===== src/include/endpoint_ram_transfer_pkg.sv =====
// constants and types of the endpoint/RAM transfer engine
// assumes an 8-bit I/O register port and a 12-bit byte-wide RAM port
package endpoint_ram_transfer_pkg;

    // register offsets on the I/O port
    localparam logic [7:0]  CTRL_OFFSET      = 8'hEA;
    localparam logic [7:0]  PTR_LOW_OFFSET   = 8'hEB;
    localparam logic [7:0]  PTR_HIGH_OFFSET  = 8'hEC;
    localparam logic [7:0]  COUNT_OFFSET     = 8'hED;

    // control/status field positions
    localparam int          RUN_BIT          = 0;
    localparam int          DIR_BIT          = 1;
    localparam int          ERR_BIT          = 2;
    localparam int          EPS_LSB          = 4;
    localparam int          EPS_MSB          = 6;
    localparam int          PTR_HIGH_MSB     = 3;
    localparam int          COUNT_MSB        = 6;

    // reset values
    localparam logic [7:0]  CTRL_RESET       = 8'h00;
    localparam logic [7:0]  PTR_LOW_RESET    = 8'h00;
    localparam logic [7:0]  PTR_HIGH_RESET   = 8'h01;
    localparam logic [6:0]  COUNT_RESET      = 7'h00;

    // permitted RAM window and endpoint limits
    localparam logic [11:0] WINDOW_LOW       = 12'h100;
    localparam logic [11:0] WINDOW_HIGH      = 12'h8FF;
    localparam logic [2:0]  EPS_MAX_LEGAL    = 3'h4;
    localparam logic [7:0]  EP0_SIZE         = 8'h40;
    localparam logic [7:0]  EP_DOUBLE_SIZE   = 8'h80;
    localparam logic [7:0]  EP_SMALL_SIZE    = 8'h08;
    localparam logic [2:0]  EP_SMALL_FIRST   = 3'h4;

    // data buffer between source and sink
    localparam int          BUF_DEPTH        = 2;
    localparam logic [1:0]  BUF_FULL         = 2'h2;

    typedef enum logic {IDLE_ST, MOVE_ST} phase_type;

    typedef struct packed {
        logic [2:0] eps;
        logic       err;
        logic       dir;
        logic       run;
    } ctrl_type;

    typedef struct packed {
        logic [11:0] addr;
        logic [7:0]  wdata;
        logic        we;
        logic        re;
    } ram_req_type;

    typedef struct packed {
        logic [2:0] sel;
        logic [6:0] index;
        logic [7:0] wdata;
        logic       we;
        logic       re;
    } ep_req_type;

    typedef struct packed {
        phase_type                      phase;
        ctrl_type                       ctrl;
        logic [11:0]                    addr;
        logic [6:0]                     count;
        logic [6:0]                     src_done;
        logic [6:0]                     snk_done;
        logic [6:0]                     ep_idx;
        logic [BUF_DEPTH-1:0][7:0]      buf_data;
        logic                           buf_wptr;
        logic                           buf_rptr;
        logic [1:0]                     buf_fill;
        logic                           sec_pulse;
    } state_type;

endpackage


===== src/hw/endpoint_ram_transfer.sv =====
// transfer engine between system RAM and the USB endpoint buffers
// assumes RAM and endpoint read data follow the address in the same cycle,
// and that the CPU issues no register access while halted
`timescale 1ns/10ps

module endpoint_ram_transfer
    import endpoint_ram_transfer_pkg::*;
(
    input  wire logic        ref_clk,
    input  wire logic        rstn,
    input  wire logic        usb_enable,
    input  wire logic        usb_int_enable,
    input  wire logic        sec_int_mask,
    input  wire logic [7:0]  io_addr,
    input  wire logic [7:0]  io_wdata,
    input  wire logic        io_we,
    output logic      [7:0]  io_rdata,
    output logic             cpu_halt,
    output logic             usb_irq,
    output logic             sec_irq,
    output ram_req_type      ram_req,
    input  wire logic [7:0]  ram_rdata,
    input  wire logic        ram_ready,
    output ep_req_type       ep_req,
    input  wire logic [7:0]  ep_rdata,
    input  wire logic        ep_ready
);

    state_type   s_reg;
    state_type   s_next;
    logic        launch;
    logic        push;
    logic        pop;
    logic        sink_ready;
    logic [7:0]  src_byte;

    // endpoint buffer size in bytes
    // endpoint sizes
    function automatic logic [7:0] ep_capacity(input logic [2:0] eps);
        logic [7:0] size;
        size = EP_DOUBLE_SIZE;
        if (eps == 3'h0)
        begin
            size = EP0_SIZE;
        end
        else if (eps >= EP_SMALL_FIRST)
        begin
            size = EP_SMALL_SIZE;
        end
        return size;
    endfunction

    // any reason to refuse a launch
    function automatic logic launch_fault(input logic [2:0]  eps,
                                          input logic [11:0] base,
                                          input logic [6:0]  count);
        logic [12:0] last;
        logic        bad;
        last = {1'b0, base} + {6'h00, count} - 13'h0001;
        bad  = 1'b0;
        if (count == 7'h00 || eps > EPS_MAX_LEGAL)
        begin
            bad = 1'b1;
        end
        if (base < WINDOW_LOW || base > WINDOW_HIGH)
        begin
            bad = 1'b1;
        end
        if (last > {1'b0, WINDOW_HIGH})
        begin
            bad = 1'b1;
        end
        if ({1'b0, count} > ep_capacity(eps))
        begin
            bad = 1'b1;
        end
        return bad;
    endfunction

    // no register writes while a copy runs
    assign launch = usb_enable && io_we && io_addr == CTRL_OFFSET
                    && io_wdata[RUN_BIT] && s_reg.phase == IDLE_ST;

    // two-entry buffer between source and sink
    assign sink_ready = s_reg.ctrl.dir ? ep_ready : ram_ready;
    assign push = s_reg.phase == MOVE_ST && s_reg.src_done != s_reg.count
                  && s_reg.buf_fill != BUF_FULL;
    assign pop  = s_reg.buf_fill != 2'h0 && sink_ready;

    // source is endpoint on receive, RAM on emit
    assign src_byte = s_reg.ctrl.dir ? ram_rdata : ep_rdata;

    always_comb
    begin
        s_next = s_reg;
        s_next.sec_pulse = 1'b0;
        if (usb_enable && io_we && s_reg.phase == IDLE_ST)
        begin
            unique case (io_addr)
                CTRL_OFFSET:
                begin
                    s_next.ctrl.eps = io_wdata[EPS_MSB:EPS_LSB];
                    s_next.ctrl.dir = io_wdata[DIR_BIT];
                    if (!io_wdata[ERR_BIT])
                    begin
                        s_next.ctrl.err = 1'b0;
                    end
                    if (launch)
                    begin
                        if (launch_fault(io_wdata[EPS_MSB:EPS_LSB], s_reg.addr, s_reg.count))
                        begin
                            s_next.ctrl.err  = 1'b1;
                            s_next.sec_pulse = !sec_int_mask;
                        end
                        else
                        begin
                            s_next.ctrl.err = 1'b0;
                            s_next.ctrl.run = 1'b1;
                            s_next.phase    = MOVE_ST;
                            s_next.src_done = 7'h00;
                            s_next.snk_done = 7'h00;
                            s_next.ep_idx   = 7'h00;
                        end
                    end
                end
                PTR_LOW_OFFSET:
                begin
                    s_next.addr[7:0] = io_wdata;
                end
                PTR_HIGH_OFFSET:
                begin
                    s_next.addr[11:8] = io_wdata[PTR_HIGH_MSB:0];
                end
                COUNT_OFFSET:
                begin
                    s_next.count = io_wdata[COUNT_MSB:0];
                end
                default:
                begin
                end
            endcase
        end
        // one byte per cycle, write pointer steps on push, read pointer on pop
        if (push)
        begin
            s_next.buf_data[s_reg.buf_wptr] = src_byte;
            s_next.buf_wptr = !s_reg.buf_wptr;
            s_next.src_done = s_reg.src_done + 7'h01;
        end
        if (pop)
        begin
            s_next.buf_rptr = !s_reg.buf_rptr;
            s_next.snk_done = s_reg.snk_done + 7'h01;
        end
        s_next.buf_fill = s_reg.buf_fill + {1'b0, push} - {1'b0, pop};
        // RAM pointer advances per RAM access
        if (s_reg.ctrl.dir ? push : pop)
        begin
            s_next.addr = s_reg.addr + 12'h001;
        end
        if (s_reg.ctrl.dir ? pop : push)
        begin
            s_next.ep_idx = s_reg.ep_idx + 7'h01;
        end
        // finish with the last sink write
        if (pop && s_reg.snk_done + 7'h01 == s_reg.count)
        begin
            s_next.phase    = IDLE_ST;
            s_next.ctrl.run = 1'b0;
        end
    end

    always_ff @(posedge ref_clk or negedge rstn)
    begin
        if (!rstn)
        begin
            s_reg           <= '0;
            s_reg.phase     <= IDLE_ST;
            s_reg.ctrl      <= CTRL_RESET[5:0];
            s_reg.addr      <= {PTR_HIGH_RESET[PTR_HIGH_MSB:0], PTR_LOW_RESET};
            s_reg.count     <= COUNT_RESET;
        end
        else
        begin
            s_reg <= s_next;
        end
    end

    // CPU held for the whole copy
    assign cpu_halt = s_reg.phase == MOVE_ST;
    // error flag gated by interrupt enable
    assign usb_irq  = s_reg.ctrl.err && usb_int_enable;
    assign sec_irq  = s_reg.sec_pulse;

    // sink is RAM on receive, endpoint on emit
    always_comb
    begin
        ram_req.addr  = s_reg.addr;
        ram_req.wdata = s_reg.buf_data[s_reg.buf_rptr];
        ram_req.we    = !s_reg.ctrl.dir && pop;
        ram_req.re    = s_reg.ctrl.dir && push;
        ep_req.sel    = s_reg.ctrl.eps;
        ep_req.index  = s_reg.ep_idx;
        ep_req.wdata  = s_reg.buf_data[s_reg.buf_rptr];
        ep_req.we     = s_reg.ctrl.dir && pop;
        ep_req.re     = !s_reg.ctrl.dir && push;
    end

    always_comb
    begin
        io_rdata = 8'h00;
        if (usb_enable)
        begin
            unique case (io_addr)
                CTRL_OFFSET:
                begin
                    io_rdata = {1'b0, s_reg.ctrl.eps, 1'b0, s_reg.ctrl.err,
                                s_reg.ctrl.dir, s_reg.ctrl.run};
                end
                PTR_LOW_OFFSET:
                begin
                    io_rdata = s_reg.addr[7:0];
                end
                PTR_HIGH_OFFSET:
                begin
                    io_rdata = {4'h0, s_reg.addr[11:8]};
                end
                COUNT_OFFSET:
                begin
                    io_rdata = {1'b0, s_reg.count};
                end
                default:
                begin
                    io_rdata = 8'h00;
                end
            endcase
        end
    end

    // helper state for the checks only
    logic [11:0] base_seen;
    logic [7:0]  move_cycles;
    logic        stall_seen;

    always_ff @(posedge ref_clk or negedge rstn)
    begin
        if (!rstn)
        begin
            base_seen   <= 12'h000;
            move_cycles <= 8'h00;
            stall_seen  <= 1'b0;
        end
        else if (launch)
        begin
            base_seen   <= s_reg.addr;
            move_cycles <= 8'h00;
            stall_seen  <= 1'b0;
        end
        else if (cpu_halt)
        begin
            move_cycles <= move_cycles + 8'h01;
            stall_seen  <= stall_seen || !sink_ready;
        end
    end
endmodule


===== config.mk =====
export PLATFORM = sky130hd
export DESIGN_NAME = endpoint_ram_transfer
export DESIGN_NICKNAME = d
export VERILOG_FILES = /design/src/include/endpoint_ram_transfer_pkg.sv /design/src/hw/endpoint_ram_transfer.sv
export SDC_FILE = /design/constraint.sdc
export NUM_CORES = 1
export LEC_CHECK = 0
export BUFFER_PORTS_ARGS = -buffer_cell sky130_fd_sc_hd__buf_2
export CAP_MARGIN = 10
export CORE_MARGIN = 1
export CORE_UTILIZATION = 43
export CTS_CLUSTER_SIZE = 16
export DETAILED_ROUTE_END_ITERATION = 16
export GPL_TIMING_DRIVEN = 0
export SYNTH_ARGS = -nofsm -noshare
export SYNTH_HDL_FRONTEND = slang
export SYNTH_SLANG_ARGS = --single-unit

===== constraint.sdc =====
create_clock -name ref_clk -period 4.17 [get_ports ref_clk]
set_clock_uncertainty 0.15 [all_clocks]
set_input_delay 0.2085 -clock ref_clk [delete_from_list [all_inputs] [get_ports ref_clk]]
set_output_delay 0.2085 -clock ref_clk [all_outputs]
set_load 0.005 [all_outputs]

# ---- Word-level counts from Yosys, hierarchy flattened
# Index checks and enable logic that the tools add are counted.
# Widths: inputs -> output; s select.
dict set report classes {
  addsub 8
  multipliers 0
  n_div 0
  order_cmp 9
  n_eq_ne 12
  shifts 0
  muxes 46
  bitwise 1
  reduce_logical 48
}
# operator count
set op_table {}
lappend op_table {{$mux 8} 11}
lappend op_table {{$mux 21} 3}
lappend op_table {{$mux 47} 1}
lappend op_table {{$mux 7} 5}
lappend op_table {{$eq 8x8->1 const B} 4}
lappend op_table {{$pmux 8 s4} 1}
lappend op_table {{$reduce_bool 2->1} 16}
lappend op_table {{$add 7x1->7 const B} 3}
lappend op_table {{$mux 1} 21}
lappend op_table {{$bwmux 16} 1}
lappend op_table {{$reduce_and 4->1} 4}
lappend op_table {{$logic_and 1x1->1} 15}
lappend op_table {{$add 12x7->13} 1}
lappend op_table {{$gt 13x12->1 const B} 1}
lappend op_table {{$sub 13x1->13 const B} 1}
lappend op_table {{$add 12x1->12 const B} 1}
lappend op_table {{$gt 12x12->1 const B} 1}
lappend op_table {{$lt 12x9->1 const B} 1}
lappend op_table {{$mux 12} 1}
lappend op_table {{$demux 8 s1} 1}
lappend op_table {{$gt 7x8->1} 1}
lappend op_table {{$reduce_and 2->1} 4}
lappend op_table {{$eq 7x7->1} 1}
lappend op_table {{$logic_not 7->1} 1}
lappend op_table {{15 further kinds} 24}
dict set report totals {
  register_bits 68
  latch_bits 0
  ramBits 0
  rom_bits 0
  in_bits 40
  output_inout_bits 53
  elab_cells 141
  mem_count 0
}

# ---- Depth between registers and ports, before layout
# Gate-level depths: netlist of the first run.
dict set report depth {
  word_depth 17
  ltp_mapped 13
  depth_no_buf 12
}

# ---- Worst setup path after synthesis of the first run
# No wires, ideal clock.
dict set report synth_timing {
  path_type {register -> register}
  startpoint {reg s_reg[45] (netlist name)}
  endpoint {reg s_reg (netlist bit ep_req[13])}
  setup_ps 127
  arrival_time_ps 2872
  required_time_ps 3893
  path_slack_ps 1021
  path_stages_with_launch 13
  n_path_buf 2
  period_less_slack_ps 3149
  cell_sequence {dfrtp_1 -> clkbuf_1 -> inv_1 -> ha_1 -> inv_1 -> ha_1 -> or2_1 -> and3_4 -> or3_1 -> a211o_1 -> a311oi_4 -> buf_6 -> o211ai_2}
}
dict set report synth_between {
  elab_chain_cells 11
  elab_cells_between_ends 23
  cone_classes {add/sub: 2; order compare: 2; eq/ne: 2; mux: 9; reduce/logical: 8}
}
# item line_no
set synth_rtl {}
lappend synth_rtl {{from (decl)} endpoint_ram_transfer.sv:29} ;# state_type s_reg;
lappend synth_rtl {{from (signal assigned)} endpoint_ram_transfer.sv:185} ;# s_reg <= s_next;
lappend synth_rtl {{branches (longest 11 deep; another with $add 12x7->13)} n/a}
# Several ways; the timed one is not identified. The select of a mux whose other input is x is not followed.
# A chain may end at the register's enable or synchronous reset.

# ---- Final worst setup path of the first run
dict set report layout_timing {
  startpoint {reg s_reg[45] (netlist name)}
  endpoint {reg s_reg (netlist bit ep_req[14])}
}
# The elaborated chain is that of the path after synthesis.

==> impl_metrics.py, run 1 <==
metrics = {
    "status": {
        "outcome": "finished, final reports clean",
    },
    "drt": {
        "ant_nets": 0,
        "vias": 4536,
        "drtIter0Drc": 254,
        "drt-total-wl_microns": 13360,
        "viasPerCell": 5.472,
        "post_drt_wl_per_cell_microns": 16.11,
        "drc": 0,
        "first_pass_iters": 7,
    },
    "sta": {
        "setup_viol": 0,
        "rsz0062_at_grt": "false",
        "hold_viol_final": 0,
        "fin_tns_setup_ns": 0,
        "slew_headroom": 0.3130,
        "period_needed_ns": 3.686,
        "drv_slew": 0,
        "worstMarginPinSlew_ns": 1.016,
        "finalCritPeriodShare": 0.8840,
        "fmax_mhz": 271.3,
    },
    "logic_synthesis": {
        "synth_top_area_share": 0.3269,
        "synth_top_cells_by_count": "66 x dfrtp_1, 56 x nand2_1, 46 x nor2_1, 43 x inv_1, 33 x ha_1",
        "yosysUniqueCellTypes": 76,
        "synthMostInstantiatedCell": "dfrtp_1",
        "synth_edf_count": 0,
        "synth_area_leaders": "dfrtp_1 33%, ha_1 8.2%, mux2_2 4.9%, buf_4 4.5%, nand2_1 4.2%",
        "post-synth-top-area-cell": "dfrtp_1",
        "synthArstFlopShare": 1.000,
        "syn_area_sq_um": 5052,
        "synthFlopType": "dfrtp_1",
        "syn_area_per_cell_sq_um": 8.771,
        "yosys_warnings": 0,
        "synth-seq-cells": 67,
        "syn_nets": 650,
        "ys_seq_area_frac": 0.3321,
        "netlist_instances": 576,
    },
    "critical_path": {
        "critPathArrivalTime_ns": 3.75,
        "path_max_fanout": 10,
        "required_ns": 4.23,
        "cp-start-kind": "flop",
        "critPathKind": "reg -> reg",
        "endpoint_kind": "flop",
    },
    "global_route": {
        "grt-ovfl-total": 0,
        "grt_max_degree": 68,
        "grt_pass1_wl_microns": 21490,
        "grt_pass1_vias": 4182,
        "antenna_found_initial": 0,
        "track_usage": 0.2333,
    },
    "clock_network": {
        "clockRootBuffer": "clkbuf_16",
        "cts_buffers": 9,
        "clk_latency_ns": 0.33,
        "cts.sinks": 67,
        "cts_tree": "built",
        "post_cts_buffers": 0,
        "htree_num_levels": 3,
        "cts_buffer_depth": 2,
        "clk_pin_slew_ns": 0.06,
    },
    "finish": {
        "antenna_cells": 0,
        "drive_gt1_frac": 0.2784,
        "nets": 755,
        "nFillCells": 1117,
        "largest_register_ff_count": 43,
        "fin_util": 0.5234,
        "area_growth_pct": 18.30,
    },
    "placed_design": {
        "port_buffers": 92,
        "place_congestion": 0.8575,
        "place_hpwl_microns": 10030,
    },
    "die": {
        "core_area_sq_um": 11420,
        "io_pins": 93,
        "dieArea_sq_um": 12190,
        "die_x_microns": 110.4,
        "start_util": 0.4425,
        "rows": 39,
        "die_y_microns": 110.4,
    },
    "pwr": {
        "pwr-share-seq": 0.346,
        "p_comb_frac": 0.391,
        "p_leak_nw": 2.836,
        "powerDensity_nw_per_um2": 430.6,
        "switching_share": 0.3691,
        "p_clk_frac": 0.263,
        "internal-power_mw": 1.624,
        "p_sw_uw": 949.9,
        "ir_drop_mv": 0.2547,
    },
    "run": {
        "cap_violations": 0,
    },
    "hold_path": {
        "hold_class": "in -> reg",
    },
}
[placed cells by master, fill, tap and decap left out, types with 7 or more instances in the layout]
cell | synthesis | final
buf_4 | 30 | 31
dfrtp_1 | 66 | 66
or3_1 | 13 | 13
clkbuf_16 | 0 | 9
nor2_1 | 46 | 46
xor2_1 | 11 | 11
o21ai_1 | 17 | 17
mux2_2 | 22 | 22
nand2_1 | 56 | 56
mux2i_1 | 9 | 9
buf_2 | 5 | 96
nor2b_1 | 10 | 10
ha_1 | 33 | 33
o21ai_0 | 14 | 14
and3_1 | 7 | 7
clkbuf_1 | 11 | 13
nand4_1 | 7 | 7
a21oi_1 | 31 | 31
nor3_1 | 7 | 7
inv_1 | 43 | 43
nand3_1 | 18 | 18
xnor2_1 | 10 | 10
[power by group through the flow]
stage	Combinational [mW]	Clock (mW)	Sequential (mW)
after detailed placement	1.01	0	0.894
after floorplan	0.767	0	0.853
after CTS	1.01	0.695	0.886
after global routing	1.15	0.722	0.907
final	1.01	0.677	0.890
after global placement	0.985	0	0.895
[metrics by stage]
step | hold WS, ns | worst slack, ns | area (sq um) | total power, mW | cells
2_1_floorplan | -0.2371 | 1.021 | 5052 | 1.620 | 576
3_3_place_gp | 0.2253 | 0.5096 | 5692 | 1.879 | 811
3_5_place_dp | 0.2269 | 0.4738 | 5694 | 1.899 | 811
4_1_cts | 0.01112 | 0.4489 | 5977 | 2.592 | 829
5_1_grt | 0.03126 | 0.3217 | 5977 | 2.775 | 829
6_report | 0.02396 | 0.4838 | 5977 | 2.574 | 829
[worst max-delay path, stage by stage (launching register included)]
cell and delay, ns:
dfrtp_1 0.32, clkbuf_1 0.40, inv_1 0.18, ha_1 0.32
inv_1 0.04, ha_1 0.28, or2_1 0.23, and3_4 0.19
or3_1 0.31, a211o_1 0.35, a311oi_4 0.44, buf_6 0.24
o211ai_2 0.10
[kinds of logic after synthesis]
group           synth area share
mux                      0.06687
buf+inv                  0.09906
compound gates            0.1798
xor+xnor                 0.03640
fa+ha+maj                0.08569
flops                     0.3321
simple gates              0.2001
[timing repair]
| action | in CTS | in global routing |
|---|---|---|
| hold buffers | 2 | 0 |
| endpoints found under the hold margin | 67 | 0 |
| resized for setup | 0 | 0 |
[area by class of cell]
type | instances | area, sq um | area share
plain buffers | 50 | 327.8 | 0.05485
clock buffers | 11 | 232.7 | 0.03894
clock inverters | 5 | 30.03 | 0.005024
inverters | 46 | 172.7 | 0.02889
multi-input cells | 413 | 2874 | 0.4808
flip-flops and latches | 67 | 1678 | 0.2807
well taps | 143 | 178.9 | 0.02994
repair buffers | 94 | 483.0 | 0.08080
[routing by layer]
layer | wire [microns] | up-vias | GRT usage
li1 | - | 2227 | -
met1 | 6457 | 2138 | 0.3360
met2 | 5890 | 151 | 0.3563
met3 | 811 | 20 | 0.04233
met4 | 198 | 0 | 0.06579
met5 | 0 | - | 0
[final timing paths]
| check | startpoint | to | slack, ns | cells past startpoint |
|---|---|---|---|---|
| max | s_reg[45] | ep_req[14] | 0.48 | 12 |
| min | io_wdata[3] | s_reg[45] | 0.02 | 2 |
| max reg2reg | s_reg[45] | ep_req[14] | 0.48 | 12 |
| min reg2reg | s_reg[2] | s_reg[2] | 0.35 | 1 |
| max in group asynchronous | rstn | s_reg[14] | 2.89 | 2 |
| min in group asynchronous | rstn | s_reg[29] | 0.38 | 2 |
Note: power is estimated with default switching activity, not from simulation.
==> run 2, diff against run 1 <==
==> constraint.sdc (replaced) <==
create_clock -name ref_clk -period 4.17 [get_ports ref_clk]
set_clock_uncertainty 0.15 [all_clocks]
set_input_delay 0.417 -clock ref_clk [delete_from_list [all_inputs] [get_ports ref_clk]]
set_output_delay 0.417 -clock ref_clk [all_outputs]
set_load 0.005 [all_outputs]
==> impl_metrics.py, run 2 (synthesized netlist as in run 1, its figures left out) <==
metrics = {
    "die": {
        "dieArea_sq_um": 12190,
        "die_y_microns": 110.4,
        "rows": 39,
        "die_x_microns": 110.4,
        "start_util": 0.4425,
        "core_area_sq_um": 11420,
        "io_pins": 93,
    },
    "pwr": {
        "powerDensity_nw_per_um2": 431.9,
        "p_leak_nw": 2.828,
        "ir_drop_mv": 0.2548,
        "p_total_mw": 2.573,
    },
    "drt": {
        "ant_nets": 0,
        "vias": 4528,
        "post_drt_wl_per_cell_microns": 16.20,
        "drt-total-wl_microns": 13400,
        "first_pass_iters": 5,
        "viasPerCell": 5.475,
        "drtIter0Drc": 253,
        "drc": 0,
    },
    "finish": {
        "area_growth_pct": 17.90,
        "nFillCells": 1120,
        "layout_commonest_cell": "buf_2",
        "largest_register_ff_count": 43,
        "drive_gt1_frac": 0.2792,
        "antenna_cells": 0,
        "nets": 753,
        "mostFrequentLayoutCells": "96 x buf_2, 66 x dfrtp_1, 56 x nand2_1",
    },
    "critical_path": {
        "critPathKind": "reg -> reg",
        "crit_buf_inv": 4,
        "cp_num_cells": 12,
        "reg2reg_depth": 12,
        "path_max_fanout": 10,
        "critPathArrivalTime_ns": 3.75,
        "cp_slowest_cell": "a311oi_4",
        "cp-start-kind": "flop",
        "slowest_delay_ns": 0.44,
        "endpoint_kind": "flop",
        "cp_cell_sequence": "clkbuf_1 > inv_1 > ha_1 > inv_1 > ha_1 > or2_1 > and3_4 > or3_1 > a211o_1 > a311oi_4 > buf_6 > o211ai_2",
        "required_ns": 4.23,
        "critPathTopFamily": "compound AO/OA/AOI/OAI gates",
    },
    "clock_network": {
        "postCtsHoldBufs": 0,
        "cts.sinks": 67,
        "cts_buffer_depth": 2,
        "cts_buffers": 9,
        "clockRootBuffer": "clkbuf_16",
        "cts_tree": "built",
        "post_cts_buffers": 0,
        "clk_pin_slew_ns": 0.06,
        "clk_latency_ns": 0.33,
        "post_cts_resized": 0,
        "htree_num_levels": 3,
    },
    "sta": {
        "fin_tns_setup_ns": 0,
        "hold_viol_final": 0,
        "setup_viol": 0,
        "rsz0062_at_grt": "false",
        "period_needed_ns": 3.687,
        "drv_slew": 0,
        "fmax_mhz": 271.2,
        "whs_ns": 0.05303,
        "worstMarginPinSlew_ns": 0.9786,
        "finalCritPeriodShare": 0.8842,
        "slew_headroom": 0.3384,
    },
    "global_route": {
        "grt_pass1_wl_microns": 21470,
        "track_usage": 0.2330,
        "grt_pass1_vias": 4177,
        "grt_max_degree": 68,
        "grt-ovfl-total": 0,
        "antenna_found_initial": 0,
    },
    "run": {
        "cap_violations": 0,
    },
    "placed_design": {
        "place_congestion": 0.8575,
        "place_hpwl_microns": 10030,
        "port_buffers": 92,
    },
    "status": {
        "outcome": "finished, final reports clean",
    },
    "hold_path": {
        "hold_class": "in -> async",
    },
}
==> run 2: cell count changes in the layout (fill, tap and decap cells not counted) <==
| cell | change |
|---|---|
| dlygate4sd3_1 | -2 |
==> run 2: layer usage <==
layer  GRT usage  vias up  share of wire
met1      0.3357     2129           0.49
met2      0.3558      153           0.44
met4     0.06579        0          0.017
met3     0.04233       23          0.058
met5           0        -              0
li1            -     2223              -
==> run 2: power breakdown <==
part	internal [mW]	switching (mW)
clock network	0.399	0.277
registers	0.751	0.139
logic	0.472	0.534
==> run 2: per-stage QoR <==
step	worst slack [ns]	instance area, sq um	util	cells
global placement	0.5096	5692	0.4985	811
CTS	0.4489	5957	0.5217	827
global route	0.3217	5957	0.5217	827
floorplan	1.021	5052	-	576
detailed placement	0.4738	5694	0.4987	811
finish	0.4831	5957	0.5217	827
==> run 2: area by class of cell <==
cell class / count / area (sq um) / area share
Sequential cell: 67 / 1678 / 0.2817
Buffer: 50 / 327.8 / 0.05503
Timing Repair Buffer: 92 / 462.9 / 0.07771
Clock buffer: 11 / 232.7 / 0.03907
Inverter: 46 / 172.7 / 0.02899
Clock inverter: 5 / 30.03 / 0.005041
Multi-Input combinational cell: 413 / 2874 / 0.4825
Tap cell: 143 / 178.9 / 0.03004
==> run 2: final timing paths <==
kind / from / endpoint / slack, ns
min in group ref_clk: sec_int_mask / sec_irq / 0.09
max in group asynchronous: rstn / s_reg[43] / 3.23
worst max-delay path: s_reg[45] / ep_req[14] / 0.48
worst min-delay path: rstn / s_reg[29] / 0.05
worst max register to register: s_reg[45] / ep_req[14] / 0.48
worst min register to register: s_reg[2] / s_reg[2] / 0.35
==> run 2: worst register-to-register path: cells and delay by family (launching register included) <==
family / cells / cell delay (ns)
simple gates: 3 / 0.73
buf+inv: 4 / 0.88
flops: 1 / 0.32
compound gates: 3 / 0.90
fa+ha+maj: 2 / 0.60
